==> src/core/i2se_defines.vh <==
// Constants for the two-wire slave engine.
// Included by the engine; holds definitions only.
`ifndef I2SE_DEFINES_VH
`define I2SE_DEFINES_VH
`define I2SE_TEN_BIT_PREFIX 5'h1e
`define I2SE_BIT_COUNT      4'h8
`define I2SE_ACK_SLOT       4'h9
`define I2SE_ADDR_RESET     10'h000
`define I2SE_ST_IDLE        3'h0
`define I2SE_ST_ADDR        3'h1
`define I2SE_ST_ADDR10      3'h2
`define I2SE_ST_RX          3'h3
`define I2SE_ST_TX          3'h4
`endif

==> src/core/i2se_slave_engine.v <==
// Slave engine of a two-wire serial port: 7/10-bit addressing,
// slave transmit/receive, receive buffer, flags, clock stretching.
// Assumes the CPU side is on core_clk; both bus lines are async pins.
//
// Behaviour
// read address match acks, then holds clock low until transmit write
// transmit shifts 8 bits, data changed on falling clock edges
// transmit interrupt pulse on ninth falling edge regardless of ack
// master ack latched on ninth clock; nack ends transmit, back to idle
// after acked byte clock held until release bit; software loads first
// transmit full sets on CPU write, clears after 8 bits shifted
// write while transmit full sets sticky write collision flag
// read-direction flag holds direction bit of last address match
// write address match enters receive, bits sampled on rising edge
// after 8 bits, buffer not full and no overflow: load buffer and acknowledge
// buffer full at byte end: nack, buffer kept, interrupt still given
// overflow set but buffer empty: load buffer, answer nack
// buffer full sets on data load, not on address; clears on CPU read
// overflow sets when byte arrives while buffer still full
// data-or-address flag shows kind of last received byte
// ten-bit first byte compared with 11110 and top bits, write only
// ten-bit second byte compared with low eight bits, sets match flag
// after full ten-bit match, repeated start high byte read transmits
// transmit ack with empty buffer at ninth fall clears release, stretch
// buffer loaded before ninth fall: no stretch; release settable whatever the buffer state
// stretch enabled receive, buffer full at ninth fall: clear release
// buffer read before ninth fall leaves release set, no stretch
// seven-bit mode compares address low 7 bits with shift bits 7:1
// release bit writes ignored while stretch enable is zero, except in transmit
`timescale 1ns/1ps
`default_nettype none
`include "i2se_defines.vh"
module i2se_slave_engine (
  // Clock and reset
  input  wire       core_clk,
  input  wire       nrst,
  // Bus pins
  input  wire       sclIn,
  output wire       sclOut,
  output wire       sclOe,
  input  wire       sdaIn,
  output wire       sdaOut,
  output wire       sdaOe,
  // Configuration
  input  wire [9:0] slaveAddress,
  input  wire       tenBitAddressSelect,
  input  wire       stretchEnable,
  // Transmit holding register
  input  wire       txWrite,
  input  wire [7:0] txData,
  // Receive buffer
  input  wire       rxRead,
  output wire [7:0] rxData,
  // Status and control
  input  wire       releaseSet,
  input  wire       collisionClear,
  input  wire       overflowClear,
  output wire       transmitBufferFull,
  output wire       writeCollisionFlag,
  output wire       receiveBufferFull,
  output wire       receiveOverflowFlag,
  output wire       tenBitMatchFlag,
  output wire       readDirection,
  output wire       dataNotAddress,
  output wire       clockReleaseBit,
  output wire       transferInterruptPulse
);

  // Reset release
  reg        rstS1_r;
  reg        rstS2_r;
  wire       rstN;
  // Pin synchronisers
  reg  [1:0] sclSync_r;
  reg  [1:0] sdaSync_r;
  reg        sclPrev_r;
  reg        sdaPrev_r;
  // Engine state
  reg  [2:0] state_r;
  reg  [3:0] bitCnt_r;
  reg  [7:0] rxShift_r;
  reg  [7:0] txShift_r;
  reg  [7:0] rxBuf_r;
  reg        tbf_r;
  reg        write_collision_flag_r;
  reg        rbf_r;
  reg        ov_r;
  reg        ten_bit_match_flag_r;
  reg        rw_r;
  reg        da_r;
  reg        rel_r;
  reg        sdaLow_r;
  reg        ackPend_r;
  reg        inTx_r;
  reg        txAckLow_r;
  reg        irq_r;
  reg        tenPrior_r;
  reg        firstTx_r;

  wire sclRise;
  wire sclFall;
  wire startSeen;
  wire stopSeen;
  wire [7:0] byteIn;

  always @(posedge core_clk or negedge nrst) begin
    if (!nrst) begin
      rstS1_r <= 1'b0;
      rstS2_r <= 1'b0;
    end else begin
      rstS1_r <= 1'b1;
      rstS2_r <= rstS1_r;
    end
  end
  assign rstN = rstS2_r;

  always @(posedge core_clk or negedge rstN) begin
    if (!rstN) begin
      sclSync_r <= 2'h3;
      sdaSync_r <= 2'h3;
      sclPrev_r <= 1'b1;
      sdaPrev_r <= 1'b1;
    end else begin
      sclSync_r <= {sclSync_r[0], sclIn};
      sdaSync_r <= {sdaSync_r[0], sdaIn};
      sclPrev_r <= sclSync_r[1];
      sdaPrev_r <= sdaSync_r[1];
    end
  end

  assign sclRise   = sclSync_r[1] & ~sclPrev_r;
  assign sclFall   = ~sclSync_r[1] & sclPrev_r;
  assign startSeen = sclSync_r[1] & sclPrev_r & sdaPrev_r & ~sdaSync_r[1];
  assign stopSeen  = sclSync_r[1] & sclPrev_r & ~sdaPrev_r & sdaSync_r[1];
  // Byte as it will stand after the rising edge of bit 8
  assign byteIn    = {rxShift_r[6:0], sdaSync_r[1]};

  always @(posedge core_clk or negedge rstN) begin
    if (!rstN) begin
      state_r    <= `I2SE_ST_IDLE;
      bitCnt_r   <= 4'h0;
      rxShift_r  <= 8'h00;
      txShift_r  <= 8'h00;
      rxBuf_r    <= 8'h00;
      tbf_r      <= 1'b0;
      write_collision_flag_r    <= 1'b0;
      rbf_r      <= 1'b0;
      ov_r       <= 1'b0;
      ten_bit_match_flag_r    <= 1'b0;
      rw_r       <= 1'b0;
      da_r       <= 1'b0;
      rel_r      <= 1'b1;
      sdaLow_r   <= 1'b0;
      ackPend_r  <= 1'b0;
      inTx_r     <= 1'b0;
      txAckLow_r <= 1'b0;
      irq_r      <= 1'b0;
      tenPrior_r <= 1'b0;
      firstTx_r  <= 1'b0;
    end else begin
      irq_r <= 1'b0;
      // collision on write while full; set beats clear
      if (txWrite && tbf_r)
        write_collision_flag_r <= 1'b1;
      else if (collisionClear)
        write_collision_flag_r <= 1'b0;
      // full flag set by CPU write
      if (txWrite && !tbf_r) begin
        tbf_r     <= 1'b1;
        txShift_r <= txData;
      end
      // buffer read clears full flag
      if (rxRead)
        rbf_r <= 1'b0;
      if (overflowClear)
        ov_r <= 1'b0;
      // release writes only honoured with stretch enabled or in transmit
      // release settable whatever the buffer state
      if (releaseSet && (stretchEnable || inTx_r))
        rel_r <= 1'b1;

      if (stopSeen) begin
        state_r    <= `I2SE_ST_IDLE;
        sdaLow_r   <= 1'b0;
        inTx_r     <= 1'b0;
        tenPrior_r <= 1'b0;
        firstTx_r  <= 1'b0;
      end else if (startSeen) begin
        state_r   <= `I2SE_ST_ADDR;
        bitCnt_r  <= 4'h0;
        sdaLow_r  <= 1'b0;
        inTx_r    <= 1'b0;
        firstTx_r <= 1'b0;
      end else if (state_r != `I2SE_ST_IDLE) begin
        if (sclRise) begin
          if (bitCnt_r < `I2SE_BIT_COUNT) begin
            // sample on rising edge
            rxShift_r <= byteIn;
            bitCnt_r  <= bitCnt_r + 4'h1;
            if (bitCnt_r == 4'h7 && !inTx_r) begin
              case (state_r)
                `I2SE_ST_ADDR: begin
                  // ten-bit first byte; R23: seven-bit compare
                  if (tenBitAddressSelect) begin
                    if (byteIn[7:3] == `I2SE_TEN_BIT_PREFIX &&
                        byteIn[2:1] == slaveAddress[9:8] &&
                        (!byteIn[0] || (tenPrior_r && ten_bit_match_flag_r)))
                      ackPend_r <= 1'b1;
                    else begin
                      ten_bit_match_flag_r <= 1'b0;
                      state_r <= `I2SE_ST_IDLE;
                    end
                  end else if (byteIn[7:1] == slaveAddress[6:0])
                    ackPend_r <= 1'b1;
                  else
                    state_r <= `I2SE_ST_IDLE;
                end
                `I2SE_ST_ADDR10: begin
                  // low eight bits
                  if (byteIn == slaveAddress[7:0])
                    ackPend_r <= 1'b1;
                  else begin
                    ten_bit_match_flag_r <= 1'b0;
                    state_r <= `I2SE_ST_IDLE;
                  end
                end
                `I2SE_ST_RX: begin
                  // overflow on byte into full buffer
                  if (rbf_r)
                    ov_r <= 1'b1;
                  // load when buffer empty
                  if (!rbf_r) begin
                    rxBuf_r <= byteIn;
                    rbf_r   <= 1'b1;
                    // last byte is data
                    da_r    <= 1'b1;
                  end
                  // ack only when empty and no overflow
                  ackPend_r <= !rbf_r && !ov_r;
                end
                default: ;
              endcase
            end
          end else begin
            // ninth clock latches master ack
            if (inTx_r)
              txAckLow_r <= ~sdaSync_r[1];
          end
        end else if (sclFall) begin
          if (bitCnt_r == `I2SE_BIT_COUNT) begin
            // Drive ack slot
            sdaLow_r <= ackPend_r;
            if (inTx_r) begin
              sdaLow_r <= 1'b0;
              // empty after 8 bits shifted
              tbf_r <= 1'b0;
            end
            bitCnt_r <= `I2SE_ACK_SLOT;
          end else if (bitCnt_r == `I2SE_ACK_SLOT) begin
            // Ninth falling edge
            sdaLow_r  <= 1'b0;
            bitCnt_r  <= 4'h0;
            ackPend_r <= 1'b0;
            if (inTx_r) begin
              // pulse regardless of ack
              irq_r <= 1'b1;
              if (!txAckLow_r) begin
                // nack ends transmit
                inTx_r  <= 1'b0;
                state_r <= `I2SE_ST_IDLE;
              end else if (!(tbf_r || (txWrite && !tbf_r))) begin
                // empty buffer, stretch
                rel_r <= 1'b0;
              end else begin
                // first bit of next byte
                sdaLow_r <= ~txShift_r[7];
                txShift_r <= {txShift_r[6:0], 1'b1};
              end
            end else if (ackPend_r) begin
              irq_r <= 1'b1;
              case (state_r)
                `I2SE_ST_ADDR: begin
                  // direction of last match
                  rw_r <= rxShift_r[0];
                  da_r <= 1'b0;
                  if (rxShift_r[0]) begin
                    // read match, stretch until transmit loaded
                    inTx_r  <= 1'b1;
                    state_r <= `I2SE_ST_TX;
                    if (tbf_r) begin
                      sdaLow_r  <= ~txShift_r[7];
                      txShift_r <= {txShift_r[6:0], 1'b1};
                    end else begin
                      rel_r     <= 1'b0;
                      firstTx_r <= 1'b1;
                    end
                  end else if (tenBitAddressSelect) begin
                    // partial match clears flag
                    ten_bit_match_flag_r <= 1'b0;
                    state_r <= `I2SE_ST_ADDR10;
                  end else
                    state_r <= `I2SE_ST_RX;
                end
                `I2SE_ST_ADDR10: begin
                  ten_bit_match_flag_r    <= 1'b1;
                  tenPrior_r <= 1'b1;
                  state_r    <= `I2SE_ST_RX;
                end
                default: begin
                  // stretch when buffer still full
                  if (stretchEnable && rbf_r && !rxRead)
                    rel_r <= 1'b0;
                end
              endcase
            end else if (state_r == `I2SE_ST_RX) begin
              // nacked byte still interrupts
              irq_r <= 1'b1;
              if (stretchEnable && rbf_r && !rxRead)
                rel_r <= 1'b0;
            end
          end else if (inTx_r && bitCnt_r != 4'h0) begin
            // change data on falling edges
            sdaLow_r  <= ~txShift_r[7];
            txShift_r <= {txShift_r[6:0], 1'b1};
          end
        end
        if (inTx_r && !rel_r && bitCnt_r == 4'h0) begin
          // after address, the transmit write releases the clock
          if (firstTx_r && txWrite && !tbf_r) begin
            rel_r     <= 1'b1;
            firstTx_r <= 1'b0;
            sdaLow_r  <= ~txData[7];
            txShift_r <= {txData[6:0], 1'b1};
          end else if (!firstTx_r && releaseSet && tbf_r) begin
            // later bytes wait for the release bit
            rel_r     <= 1'b1;
            sdaLow_r  <= ~txShift_r[7];
            txShift_r <= {txShift_r[6:0], 1'b1};
          end
        end
      end
    end
  end

  // Open-drain drive: enable means pull low
  assign sclOut = 1'b0;
  assign sclOe  = ~rel_r;
  assign sdaOut = 1'b0;
  assign sdaOe  = sdaLow_r;

  assign rxData                 = rxBuf_r;
  assign transmitBufferFull     = tbf_r;
  assign writeCollisionFlag     = write_collision_flag_r;
  assign receiveBufferFull      = rbf_r;
  assign receiveOverflowFlag    = ov_r;
  assign tenBitMatchFlag        = ten_bit_match_flag_r;
  assign readDirection          = rw_r;
  assign dataNotAddress         = da_r;
  assign clockReleaseBit        = rel_r;
  assign transferInterruptPulse = irq_r;

endmodule // i2se_slave_engine
`default_nettype wire

==> config.mk <==
export PLATFORM = sky130hd
export DESIGN_NAME = i2se_slave_engine
export DESIGN_NICKNAME = d
export VERILOG_FILES = /design/src/core/i2se_slave_engine.v
export VERILOG_INCLUDE_DIRS = /design/src /design/src/core
export SDC_FILE = /design/constraint.sdc
export NUM_CORES = 1
export LEC_CHECK = 0
export BUFFER_PORTS_ARGS = -buffer_cell sky130_fd_sc_hd__buf_2
export CORE_MARGIN = 2
export CORE_UTILIZATION = 40
export DETAILED_ROUTE_END_ITERATION = 8
export GPL_TIMING_DRIVEN = 0
export PLACE_DENSITY = 0.68
export SLEW_MARGIN = 20
export SYNTH_ARGS = -nofsm -noshare
export SYNTH_HDL_FRONTEND = slang
export SYNTH_SLANG_ARGS = --single-unit
==> constraint.sdc <==
create_clock -name core_clk -period 4.4 [get_ports core_clk]
set_clock_uncertainty 0.15 [all_clocks]
set_input_delay 0.44 -clock core_clk [delete_from_list [all_inputs] [get_ports core_clk]]
set_output_delay 0.44 -clock core_clk [all_outputs]
set_load 0.1 [all_outputs]
==> metrics.txt <==
crit path kind=flop to flop; antenna violations before repair=0; gpl congestion=slightly above 0.9; data required time of the worst path=around 4.5 ns; Slew HR=0.4645; R2R setup slack=~1.7 ns; global-route wire length before repair=12650 um; share of cells above drive strength 1=0.2824; CTS tree=yes; row cnt=32; synth unique cells=slightly above 70; commonest non-fill, non-tap cell in the layout=buf_2; drt drc=0; most frequent cells in the layout=buf_2, dfrtp_1, nand2_1, nor2_1, mux2_2; 1st-pass router iterations=4; I/O pin cnt=50; DPL Wire Length=5601 um; Die H=between 90 and 100 um; Post-synth EDFFs=0; Port Buffers=47; Area contributors post-synth=dfrtp_1, mux2_2, dfstp_2; gr ovfl total=0; number of inserted diodes=0; Synth Register Bits=between 50 and 60; DR WL/cell=roughly 16 um; gr usage total=0.1777; setup ws final=1.707 ns; filler instances=755; final setup TNS=0 ns; worst skew pair latency=0.31 ns; max-slew violation count=0; Clock Pin Slew Worst Setup and Hold Paths=between 0.1 and 0.15 ns; largest net degree at the start of global routing=between 50 and 60; # clock sinks=53; Worst setup EP type=flop; post-synthesis sequential area ratio=0.4124; initial drt markers=approximately 190; Worst-Margin Slew=0.7971 ns; clock tree buffer depth=2; P_leak=1.603 nW; final hold viol count=0; Post-CTS Setup Repair Bufs=0; Syn Inst Count=about 330; Antenna Nets Post-Route=0; via count of the first global-routing pass=approximately 2700; synthesized area per cell=a little under 10 um^2; final period utilization=0.6121; Startpoint Class=flop; H-tree depth=2; Period minus WS final=about 2.7 ns; Pwr Density=~440 nW/um^2; CP Max Fanout=10; root buf cell=clkbuf_8; leading area contributor after synthesis=dfrtp_1; die area=8828 um^2; Via density=5.596; cts bufs inserted=5; Cells after DPL=approximately 480; Die X=93.96 um; Core Box Area=around 7800 um^2; drt total wl=roughly 7600 um; final std cells w/o fill=around 500; top-area cell type share of the netlist area=0.3556; Final setup viols=0; final net count=420; worst slack at placement=1.739 ns; max cap viols=0; Max VDD drop=around 0.00023 V; Synth Cell Area=around 3200 um^2; via count=2731; Most used DFF post-synth=dfrtp_1; Area Overhead vs Synth=15.46%; path type of the worst min-delay path=input pin to flop; Max Fclk=371.3 MHz; run status=complete, no violations; unrepaired setup endpoints after global routing=no; initial core utilization=0.4167; asr flop ratio synth=1.000; crit path DAT=around 2.8 ns; Ys Warns=0; Final Hold Slack=between 0.05 and 0.06 ns; PnR Total Power=between 1.5 and 2 mW
## layout make-up
type | count | area, um^2 | share of cell area
Inverter | 13 | 48.80 | 0.01306
Clock buffer | 6 | 82.58 | 0.02210
Multi-Input combinational cell | 252 | 1789 | 0.4787
Timing Repair Buffer | 48 | 245.2 | 0.06562
Sequential cell | 53 | 1339 | 0.3582
Buffer | 12 | 67.56 | 0.01808
Clock inverter | 2 | 37.54 | 0.01004
Tap cell | 102 | 127.6 | 0.03415
## Yosys cell counts (all sizes together), types with 4 or more instances
cell type	number
dfrtp	46
nand2	29
nor2	27
o21ai	20
mux2	18
inv	13
a21oi	12
nand3	12
xnor2	9
xor2	9
buf	8
mux2i	8
o22ai	8
a22oi	7
dfstp	7
a211oi	6
ha	6
nor2b	6
nand3b	5
clkbuf	4
nor3	4
nor4	4
o211ai	4
o21a	4
## final timing paths
path | from | end | cells after the start
max in group asynchronous | rstN | rxShift_r[2] | 0
worst max-delay path | sclSync_r[1] | tenBitMatchFlag | 7
worst max register to register | sclSync_r[1] | tenBitMatchFlag | 7
worst min-delay path | sclIn | sclSync_r[0] | 1
min in group asynchronous | rstN | rxData[6] | 0
worst min register to register | rstS1_r | rstN | 0
## critical path, cell delays in order, from the launching register on
cell      delay (ns)
dfstp_2         0.57
ha_1            0.21
clkbuf_1        0.38
o211ai_1        0.20
or3_4           0.42
nor4_2          0.33
o21ai_1         0.12
a32o_1          0.21
## where the power goes
group	switching, mW	internal [mW]	leakage, nW
sequential	0.0898	0.559	0.671
combinational	0.386	0.254	0.875
clock	0.173	0.185	0.0574
total	0.649	0.999	1.60
## state kept, by name (all words and copies together) (netlist names), 2 cells and up
name       cells
bitCnt_r       4
rxData         8
rxShift_r      7
sclSync_r      2
sdaSync_r      2
state_r        3
txShift_r      8
## cell families (layout without fill, tap and decap cells)
family,Yosys count,after routing,share of synthesized area
muxes,26,26,0.08736
xor gates and xnor gates,18,18,0.05103
buffers and inverters,25,81,0.03595
and+or+nand+nor,113,113,0.1975
other,2,3,0.002320
adders and majority gates,6,6,0.02319
AOI/OAI and AO/OA,86,86,0.1902
DFF,53,53,0.4124
## per-layer routing
| metal | share of wire | vias up | track usage |
|---|---|---|---|
| met2 | 0.46 | 83 | 0.2917 |
| met5 | 0 | - | 0 |
| met1 | 0.47 | 1329 | 0.2477 |
| li1 | - | 1308 | - |
| met3 | 0.055 | 11 | 0.03130 |
| met4 | 0.010 | 0 | 0.03502 |
## timing repair
action / in CTS / in global routing
gates resized for setup: 0 / 0
hold buffers: 1 / 0
hold endpoints to repair: 2 / 0
## stage by stage
| stage | utilization | area [um^2] |
|---|---|---|
| floorplan | - | 3241 |
| global placement | 0.4639 | 3603 |
| detailed placement | 0.4644 | 3607 |
| CTS | 0.4812 | 3737 |
| global route | 0.4812 | 3737 |
| finish | 0.4812 | 3737 |
Note: power is estimated with default switching activity, not from simulation.
